File: config.mk
export PLATFORM = sky130hd
export DESIGN_NAME = bwa_alu
export DESIGN_NICKNAME = d
export VERILOG_FILES = /design/src/bwa_pkg.sv /design/src/bwa_divider.sv /design/src/bwa_alu.sv
export SDC_FILE = /design/constraint.sdc
export NUM_CORES = 1
export LEC_CHECK = 0
export BUFFER_PORTS_ARGS = -buffer_cell sky130_fd_sc_hd__buf_2
export CAP_MARGIN = 20
export CORE_MARGIN = 4
export CORE_UTILIZATION = 30
export DETAILED_ROUTE_END_ITERATION = 6
export SETUP_SLACK_MARGIN = 0.05
export SYNTH_ARGS = -nofsm -noshare
export SYNTH_HDL_FRONTEND = slang
export SYNTH_SLANG_ARGS = --single-unit
File: constraint.sdc
create_clock -name I_CLK -period 7.7 [get_ports I_CLK]
set_clock_uncertainty 0.1 [all_clocks]
set_input_delay 0.385 -clock I_CLK [delete_from_list [all_inputs] [get_ports I_CLK]]
set_output_delay 0.385 -clock I_CLK [all_outputs]
set_load 0.01 [all_outputs]
File: src/bwa_pkg.sv
// Purpose: Constants and types for the binary word arithmetic unit
// Assumes: 16-bit data words, opcodes as two-digit decimal codes
// Notes:   Status and interrupt offsets live here
package bwa_pkg;
  localparam int unsigned WORD_W   = 16;
  localparam int unsigned OPC_W    = 8;
  localparam int unsigned ADDR_W   = 4;
  // Operation codes, decimal instruction numbers
  localparam logic [7:0] OPC_BINARY_ADD = 8'd50;
  localparam logic [7:0] OPC_BINARY_SUB = 8'd51;
  localparam logic [7:0] OPC_BINARY_MUL = 8'd52;
  localparam logic [7:0] OPC_BINARY_DIV = 8'd53;
  localparam logic [7:0] OPC_COMPLEMENT = 8'd29;
  localparam logic [7:0] OPC_WORD_AND   = 8'd34;
  localparam logic [7:0] OPC_WORD_OR    = 8'd35;
  localparam logic [7:0] OPC_CLEAR_CARRY = 8'd41;
  localparam logic [7:0] OPC_SET_CARRY   = 8'd40;
  // Carry flag address in the special relay area
  localparam logic [15:0] CARRY_FLAG_ADDR = 16'd25504;
  // Register offsets
  localparam logic [3:0] REG_FLAGS    = 4'h0;
  localparam logic [3:0] REG_RESULT   = 4'h1;
  localparam logic [3:0] REG_RESULT_HI = 4'h2;
  localparam logic [3:0] REG_IRQ_STAT = 4'h3;
  localparam logic [3:0] REG_IRQ_EN   = 4'h4;
  localparam logic [3:0] REG_IRQ_CLR  = 4'h5;
  localparam logic [3:0] REG_OP_COUNT = 4'h6;
  // Flag bit positions
  localparam int unsigned FLAG_CARRY = 0;
  localparam int unsigned FLAG_ZERO  = 1;
  localparam int unsigned FLAG_ERROR = 2;
  localparam int unsigned FLAG_W     = 3;
  // Interrupt event bits
  localparam int unsigned EV_DONE  = 0;
  localparam int unsigned EV_ERROR = 1;
  localparam int unsigned EV_CARRY = 2;
  localparam int unsigned EV_W     = 3;
  localparam logic [15:0] WORD_ZERO = 16'h0000;
  localparam logic [15:0] WORD_ONES = 16'hFFFF;
  typedef enum logic [1:0] {
    ST_IDLE,
    ST_DIV,
    ST_DONE
  } bwa_state_t;
endpackage

File: src/bwa_divider.sv
// Purpose: Serial restoring divider for 16-bit words
// Assumes: Start is one cycle, operands stable only at start
// Notes:   One quotient bit per cycle; zero divisor flagged, not run
`timescale 1ns/1ns
`default_nettype none
module bwa_divider
  import bwa_pkg::*;
#(
  parameter int unsigned W = WORD_W
) (
  input  wire logic         i_clk,
  input  wire logic         i_nrst,
  input  wire logic         i_start,
  input  wire logic [W-1:0] i_dividend,
  input  wire logic [W-1:0] i_divisor,
  output logic              o_done,
  output logic [W-1:0]      o_quotient,
  output logic [W-1:0]      o_remainder
);
  localparam int unsigned CW = $clog2(W + 1);
  localparam logic [CW-1:0] CNT_LAST = CW'(W - 1);

  logic [W-1:0]  rem_q;
  logic [W-1:0]  quo_q;
  logic [W-1:0]  dsr_q;
  logic [CW-1:0] cnt_q;
  logic          busy_q;
  logic          done_q;
  wire  [W:0]    trial   = {rem_q, quo_q[W-1]};
  wire  [W:0]    diff    = trial - {1'b0, dsr_q};
  wire           fits    = ~diff[W];
  wire  [W-1:0]  rem_nxt = fits ? diff[W-1:0] : trial[W-1:0];

  always_ff @(posedge i_clk or negedge i_nrst) begin
    if (!i_nrst) begin
      rem_q  <= '0;
      quo_q  <= '0;
      dsr_q  <= '0;
      cnt_q  <= '0;
      busy_q <= 1'b0;
      done_q <= 1'b0;
    end else begin
      done_q <= 1'b0;
      if (i_start) begin
        rem_q  <= '0;
        quo_q  <= i_dividend;
        dsr_q  <= i_divisor;
        cnt_q  <= '0;
        busy_q <= 1'b1;
      end else if (busy_q) begin
        rem_q <= rem_nxt;
        quo_q <= {quo_q[W-2:0], fits};
        cnt_q <= cnt_q + 1'b1;
        if (cnt_q == CNT_LAST) begin
          busy_q <= 1'b0;
          done_q <= 1'b1;
        end
      end
    end
  end

  assign o_done      = done_q;
  assign o_quotient  = quo_q;
  assign o_remainder = rem_q;
endmodule
`default_nettype wire

File: src/bwa_alu.sv
// Purpose: Binary word arithmetic and logic unit with flags
// Assumes: Sequencer holds request until o_READY, operands fetched
// Notes:   Divide takes 17 extra cycles; others finish in one
`timescale 1ns/1ns
`default_nettype none
// Operation
// - Condition low: nothing written, no flags change
// - Decode opcodes 50,51,52,53,29,34,35
// - Add augend, addend and carry
// - Carry set when sum exceeds FFFF
// - Carry held as status bit 25504
// - Subtract subtrahend and carry from minuend
// - Negative result sets carry, two's complement
// - Multiply gives 32-bit product, two words
// - Divide: quotient first word, remainder next
// - Complement inverts every operand bit
// - Bitwise AND of two input words
// - Zero flag follows result of each operation
// - Error flag on missing indirect operand
module bwa_alu
  import bwa_pkg::*;
#(
  parameter int unsigned W = WORD_W
) (
  input  wire logic              I_CLK,
  input  wire logic              I_NRST,
  input  wire logic              i_EXEC_VALID,
  input  wire logic              i_EXEC_COND,
  input  wire logic [OPC_W-1:0]  i_OPCODE,
  input  wire logic [W-1:0]      i_FIRST_INPUT_WORD,
  input  wire logic [W-1:0]      i_SECOND_INPUT_WORD,
  input  wire logic              i_OPERAND_MISSING,
  output logic                   o_READY,
  output logic                   o_WB_VALID,
  output logic                   o_WB_DOUBLE,
  output logic [W-1:0]           o_RESULT_WORD,
  output logic [W-1:0]           o_RESULT_NEXT_WORD,
  output logic                   o_CARRY_FLAG,
  output logic                   o_ZERO_FLAG,
  output logic                   o_ERROR_FLAG,
  input  wire logic [ADDR_W-1:0] i_REG_ADDR,
  input  wire logic [W-1:0]      i_REG_WDATA,
  input  wire logic              i_REG_WR,
  input  wire logic              i_REG_RD,
  output logic [W-1:0]           o_REG_RDATA,
  output logic                   o_IRQ
);
  bwa_state_t    state_q;
  logic          carry_q;
  logic          zero_q;
  logic          error_q;
  logic [W-1:0]  res_q;
  logic [W-1:0]  res_hi_q;
  logic          wb_valid_q;
  logic          wb_double_q;
  logic [EV_W-1:0] irq_stat_q;
  logic [EV_W-1:0] irq_en_q;
  logic [W-1:0]  op_count_q;
  logic [W-1:0]  rdata_q;

  // Decode
  wire take    = i_EXEC_VALID && (state_q == ST_IDLE);
  wire run     = take && i_EXEC_COND;
  wire is_add  = (i_OPCODE == OPC_BINARY_ADD);
  wire is_sub  = (i_OPCODE == OPC_BINARY_SUB);
  wire is_mul  = (i_OPCODE == OPC_BINARY_MUL);
  wire is_div  = (i_OPCODE == OPC_BINARY_DIV);
  wire is_com  = (i_OPCODE == OPC_COMPLEMENT);
  wire is_and  = (i_OPCODE == OPC_WORD_AND);
  wire is_or   = (i_OPCODE == OPC_WORD_OR);
  wire is_clc  = (i_OPCODE == OPC_CLEAR_CARRY);
  wire is_stc  = (i_OPCODE == OPC_SET_CARRY);
  wire known   = is_add | is_sub | is_mul | is_div | is_com | is_and | is_or;

  // Datapath
  wire [W:0]     add_sum = {1'b0, i_FIRST_INPUT_WORD} + {1'b0, i_SECOND_INPUT_WORD}
                           + {{W{1'b0}}, carry_q};
  wire [W:0]     sub_dif = {1'b0, i_FIRST_INPUT_WORD} - {1'b0, i_SECOND_INPUT_WORD}
                           - {{W{1'b0}}, carry_q};
  // Borrow out wraps to two's complement in the low word
  wire [W-1:0]   sub_res = sub_dif[W-1:0];
  wire [2*W-1:0] mul_res = i_FIRST_INPUT_WORD * i_SECOND_INPUT_WORD;
  wire [W-1:0]   com_res = ~i_FIRST_INPUT_WORD;
  wire [W-1:0]   and_res = i_FIRST_INPUT_WORD & i_SECOND_INPUT_WORD;
  wire [W-1:0]   or_res  = i_FIRST_INPUT_WORD | i_SECOND_INPUT_WORD;
  wire           div_zero = (i_SECOND_INPUT_WORD == WORD_ZERO);
  wire           bad_op  = i_OPERAND_MISSING;

  wire [W-1:0]   lo_res  = is_add ? add_sum[W-1:0] :
                           is_sub ? sub_res :
                           is_mul ? mul_res[W-1:0] :
                           is_com ? com_res :
                           is_and ? and_res : or_res;
  wire [W-1:0]   hi_res  = mul_res[2*W-1:W];
  wire           one_cyc = run && known && !is_div && !bad_op;
  wire           div_go  = run && is_div && !bad_op && !div_zero;
  wire           err_now = run && known && (bad_op || (is_div && div_zero));
  wire           lo_zero = (lo_res == WORD_ZERO);
  wire           mul_zero = lo_zero && (hi_res == WORD_ZERO);
  wire           res_zero = is_mul ? mul_zero : lo_zero;
  wire           carry_upd = one_cyc && (is_add || is_sub);
  wire           carry_nxt = is_add ? add_sum[W] : sub_dif[W];

  logic          div_done;
  logic [W-1:0]  div_quo;
  logic [W-1:0]  div_rem;

  bwa_divider #(
    .W (W)
  ) u_div (
    .i_clk       (I_CLK),
    .i_nrst      (I_NRST),
    .i_start     (div_go),
    .i_dividend  (i_FIRST_INPUT_WORD),
    .i_divisor   (i_SECOND_INPUT_WORD),
    .o_done      (div_done),
    .o_quotient  (div_quo),
    .o_remainder (div_rem)
  );

  wire div_zero_res = (div_quo == WORD_ZERO) && (div_rem == WORD_ZERO);

  // Events for interrupt status; set wins over clear
  wire [EV_W-1:0] ev_set;
  assign ev_set[EV_DONE]  = one_cyc || div_done;
  assign ev_set[EV_ERROR] = err_now;
  assign ev_set[EV_CARRY] = carry_upd && carry_nxt;

  wire wr_stat = i_REG_WR && (i_REG_ADDR == REG_FLAGS);
  wire wr_en   = i_REG_WR && (i_REG_ADDR == REG_IRQ_EN);
  wire wr_clr  = i_REG_WR && (i_REG_ADDR == REG_IRQ_CLR);
  wire [EV_W-1:0] clr_mask = wr_clr ? i_REG_WDATA[EV_W-1:0] : '0;

  // Flags and results
  always_ff @(posedge I_CLK or negedge I_NRST) begin
    if (!I_NRST) begin
      state_q     <= ST_IDLE;
      carry_q     <= 1'b0;
      zero_q      <= 1'b0;
      error_q     <= 1'b0;
      res_q       <= '0;
      res_hi_q    <= '0;
      wb_valid_q  <= 1'b0;
      wb_double_q <= 1'b0;
    end else begin
      wb_valid_q <= 1'b0;
      unique case (state_q)
        ST_IDLE: begin
          if (run && is_clc) begin
            carry_q <= 1'b0;
          end else if (run && is_stc) begin
            carry_q <= 1'b1;
          end
          if (one_cyc) begin
            res_q       <= lo_res;
            res_hi_q    <= hi_res;
            zero_q      <= res_zero;
            error_q     <= 1'b0;
            wb_valid_q  <= 1'b1;
            wb_double_q <= is_mul;
          end
          if (carry_upd) begin
            carry_q <= carry_nxt;
          end
          if (err_now) begin
            error_q <= 1'b1;
          end
          if (div_go) begin
            state_q <= ST_DIV;
          end
        end
        ST_DIV: begin
          if (div_done) begin
            res_q       <= div_quo;
            res_hi_q    <= div_rem;
            zero_q      <= div_zero_res;
            error_q     <= 1'b0;
            wb_valid_q  <= 1'b1;
            wb_double_q <= 1'b1;
            state_q     <= ST_DONE;
          end
        end
        ST_DONE: begin
          state_q <= ST_IDLE;
        end
      endcase
      if (wr_stat) begin
        carry_q <= i_REG_WDATA[FLAG_CARRY];
      end
    end
  end

  // Interrupts and register file
  always_ff @(posedge I_CLK or negedge I_NRST) begin
    if (!I_NRST) begin
      irq_stat_q <= '0;
      irq_en_q   <= '0;
      op_count_q <= '0;
    end else begin
      irq_stat_q <= (irq_stat_q & ~clr_mask) | ev_set;
      if (wr_en) begin
        irq_en_q <= i_REG_WDATA[EV_W-1:0];
      end
      if (ev_set[EV_DONE]) begin
        op_count_q <= op_count_q + 1'b1;
      end
    end
  end

  logic [W-1:0] rd_mux;
  always_comb begin
    rd_mux = '0;
    unique case (i_REG_ADDR)
      REG_FLAGS:     rd_mux = W'({error_q, zero_q, carry_q});
      REG_RESULT:    rd_mux = res_q;
      REG_RESULT_HI: rd_mux = res_hi_q;
      REG_IRQ_STAT:  rd_mux = W'(irq_stat_q);
      REG_IRQ_EN:    rd_mux = W'(irq_en_q);
      REG_OP_COUNT:  rd_mux = op_count_q;
      default:       rd_mux = '0;
    endcase
  end

  always_ff @(posedge I_CLK or negedge I_NRST) begin
    if (!I_NRST) begin
      rdata_q <= '0;
    end else begin
      rdata_q <= i_REG_RD ? rd_mux : '0;
    end
  end

  // Divider busy stalls the sequencer, no queueing
  assign o_READY            = (state_q == ST_IDLE);
  assign o_WB_VALID         = wb_valid_q;
  assign o_WB_DOUBLE        = wb_double_q;
  assign o_RESULT_WORD      = res_q;
  assign o_RESULT_NEXT_WORD = res_hi_q;
  assign o_CARRY_FLAG       = carry_q;
  assign o_ZERO_FLAG        = zero_q;
  assign o_ERROR_FLAG       = error_q;
  assign o_REG_RDATA        = rdata_q;
  assign o_IRQ              = |(irq_stat_q & irq_en_q);
endmodule
`default_nettype wire

==> impl_metrics.env <==
export IMPL_ys_seq_area_share_pct=18.7
export IMPL_grt_pass1_wl_mm=93.6
export IMPL_startpoint_type="primary input"
export IMPL_met1_usage_pct=25.7
export IMPL_cp_data_required_time_ps=7950
export IMPL_drv_cap=0
export IMPL_drc=0
export IMPL_r2r_slack_ps=3470
export IMPL_clkSlewWorstSetupHoldPaths_ps=60
export IMPL_place_ws_ps=401
export IMPL_drive_gt1_share_pct=10.9
export IMPL_num_rows=88
export IMPL_cp_common_cell="fa_1"
export IMPL_clk_latency_ps=420
export IMPL_cts_root_buf="clkbuf_16"
export IMPL_antenna_found_initial=1
export IMPL_cts_resized=0
export IMPL_grt_use_met2_pct=31.8
export IMPL_hold_viol=0
export IMPL_core_um2=57900
export IMPL_endpoint_kind="flip-flop"
export IMPL_path_depth=24
export IMPL_num_io_pins=122
export IMPL_multi_input_area_um2=12800
export IMPL_num_antenna_cells=0
export IMPL_ys_flop_type="dfrtp_1"
export IMPL_synth_warnings=0
export IMPL_start_util_pct=30.4
export IMPL_finalCritPeriodShare_pct=89.4
export IMPL_status="finished, final reports clean"
export IMPL_fin_ws_ps=815
export IMPL_grt_busiest_layer="met2"
export IMPL_fp_dieW_um=250
export IMPL_netlist_area_um2=17600
export IMPL_htreeDepth=4
export IMPL_synth_top_area_share_pct=22.6
export IMPL_clockBufferDepth=2
export IMPL_ys_ff_latch=132
export IMPL_grt_usage_pct=19.1
export IMPL_ys_types=81
export IMPL_place_gp_congestion=0.947
export IMPL_cts_sinks=132
export IMPL_synth_edf_count=0
export IMPL_first_iter_violations=1294
export IMPL_syn_nets=2505
export IMPL_ant_nets=0
export IMPL_tns_ps=0
export IMPL_grt_pass1_vias=15800
export IMPL_power_density_nw_per_um2=468
export IMPL_die_area_um2=62700
export IMPL_seqCellArea_um2=3300
export IMPL_wl_per_cell_um=20.4
export IMPL_synth_top_area_cell="fa_1"
export IMPL_rsz0062_at_grt="no"
export IMPL_min_path_type="primary input to flip-flop"
export IMPL_path_max_fanout=16
export IMPL_setup_viol=0
export IMPL_finalMaxSlewViolations=0
export IMPL_ir_drop_mv=0.446
export IMPL_met3_usage_pct=2.56
export IMPL_hpwl_mm=48.7
export IMPL_tightest_slew_ps=1170
export IMPL_p_total_mw=9.30
export IMPL_layout_min_cycle_time_ps=6890
export IMPL_reg2reg_depth=14
export IMPL_critPathKind="primary input to flip-flop"
export IMPL_relSlewSlack_pct=21.6
export IMPL_arrival_ps=7130
export IMPL_grt_max_degree=73
export IMPL_syn_instance_count=2052
export IMPL_grt_overflow=0
export IMPL_vias=15300
export IMPL_path_cells="buf_2 -> ha_1 -> inv_1 -> fa_1 -> fa_1 -> inv_1 -> fa_1 -> fa_1 -> fa_1 -> inv_1 -> fa_1 -> inv_1 -> ha_1 -> and2_1 -> a2111oi_0 -> a211oi_1 -> o21ai_2 -> o21ai_1 -> a211oi_1 -> xnor2_1 -> and3_1 -> and4_1 -> a31oi_1 -> o21ai_1"
export IMPL_nNetsFinal=2612
export IMPL_die_h_um=250
export IMPL_portBuffers=108
export IMPL_netlist_top_cells_area="fa_1 23%, dfrtp_1 19%, ha_1 13%, inv_1 6.3%, nand2_1 5.5%"
export IMPL_cp_num_buf_inv=5
export IMPL_async_reset_ff_share_pct=100
export IMPL_leakage_nw=9.77
export IMPL_cts_tree="done"
export IMPL_routed_via_density=5.22
export IMPL_max_freq_mhz=145
export IMPL_area_growth_pct=12.8
export IMPL_cts_buffers=17
export IMPL_critical_path_slowest_cell="fa_1"
export IMPL_syn_mean_instance_area_um2=8.59
export IMPL_crit_path_max_incr_delay_ps=550
export IMPL_crit_family="adder cells"
export IMPL_dr_pass1_iters=7
export IMPL_min_path_cells=2
export IMPL_fillerInstances=6015
export IMPL_wl_mm=59.9
-- layer usage --
layer | vias to the layer above | share of wire [%]
met5 | - | 0.022
met4 | 2 | 3.2
met3 | 100 | 5.8
met2 | 534 | 47
met1 | 7695 | 44
li1 | 6990 | -
-- cells by family after synthesis --
logic type | Yosys count | share of synthesized area, %
compound gates | 398 | 14.7
xor+xnor | 81 | 4.07
fa+ha+maj | 386 | 35.9
buf+inv | 394 | 8.47
flops | 132 | 18.7
mux | 51 | 3.00
simple gates | 610 | 15.1
-- synthesized netlist by cell type (31+ instances only) --
cell	instances
a21o_1	33
a21oi_1	83
clkbuf_1	79
dfrtp_1	132
fa_1	199
ha_1	187
inv_1	297
mux2i_1	42
nand2_1	258
nor2_1	201
o21ai_0	123
xnor2_1	49
xor2_1	31
-- area by class of cell --
class                      count  share of cell area, %
clock buffer                  20                   2.30
clock inverter                12                  0.655
inverter                     309                   5.83
multi-input combinational   1526                   64.6
sequential                   132                   16.6
tap                          765                   4.81
timing repair buffer         173                   5.22
-- worst reg2reg max path, stage by stage (launching register included) --
cell      delay, ps
dfrtp_1         570
inv_1           110
fa_1            450
fa_1            410
nand2b_1        180
a31oi_1         440
o21ai_0         250
a31oi_1         310
a21oi_1         120
o21ai_0         280
xor2_1          130
o221ai_1        320
nor2_1           80
a21oi_1         260
o21ai_0         120
-- registers in the layout, indices dropped and copies added (netlist names), 5 cells and up --
| signal | count |
|---|---|
| o_REG_RDATA | 16 |
| o_RESULT_NEXT_WORD | 16 |
| o_RESULT_WORD | 16 |
| op_count_q | 16 |
| u_div.dsr_q | 16 |
| u_div.o_quotient | 16 |
| u_div.o_remainder | 16 |
| u_div.cnt_q | 5 |
-- stage by stage --
step / instances / cell area (µm²) / hold WS [ps] / utilization (%)
CTS: 2937 / 19900 / 110 / 34.3
global placement: 2904 / 19300 / 345 / 33.3
floorplan: 2052 / 17600 / -10.6 / -
global route: 2937 / 19900 / 111 / 34.3
finish: 2937 / 19900 / 121 / 34.3
detailed placement: 2904 / 19300 / 355 / 33.3
-- final timing paths --
kind / start / endpoint
min: i_REG_WDATA[2] / irq_en_q[2]
max: i_SECOND_INPUT_WORD[9] / o_ZERO_FLAG
max in group asynchronous: I_NRST / u_div.dsr_q[15]
min in group asynchronous: I_NRST / o_RESULT_WORD[7]
min reg2reg: u_div.dsr_q[3] / u_div.dsr_q[3]
max reg2reg: o_CARRY_FLAG / o_RESULT_WORD[14]
-- report_power, final --
part           switching, mW  leakage (nW)  internal, mW
Combinational           4.64          7.85          2.81
Sequential             0.192          1.64         0.850
Clock                  0.309         0.286         0.493
Total                   5.14          9.77          4.15
-- cells in the final DEF (no fill, tap or decap), types with 18 or more instances in the layout --
master and count:
nor4_1 18, nand2_1 258, buf_4 64, inv_1 297, a211oi_1 26, a21o_1 33, o21ai_0 123, ha_1 187
buf_2 107, and3_1 18, mux2i_1 42, dfrtp_1 132, xnor2_1 49, nor2_1 201, fa_1 199, nor3_1 18
nand3_1 30, xor2_1 31, a21oi_1 83
-- repair_timing --
item / CTS / global route
buffers inserted: 0 / 0
hold endpoints to repair: 71 / 0
hold buffers: 1 / 0
Note: power is estimated with default switching activity, not from simulation.
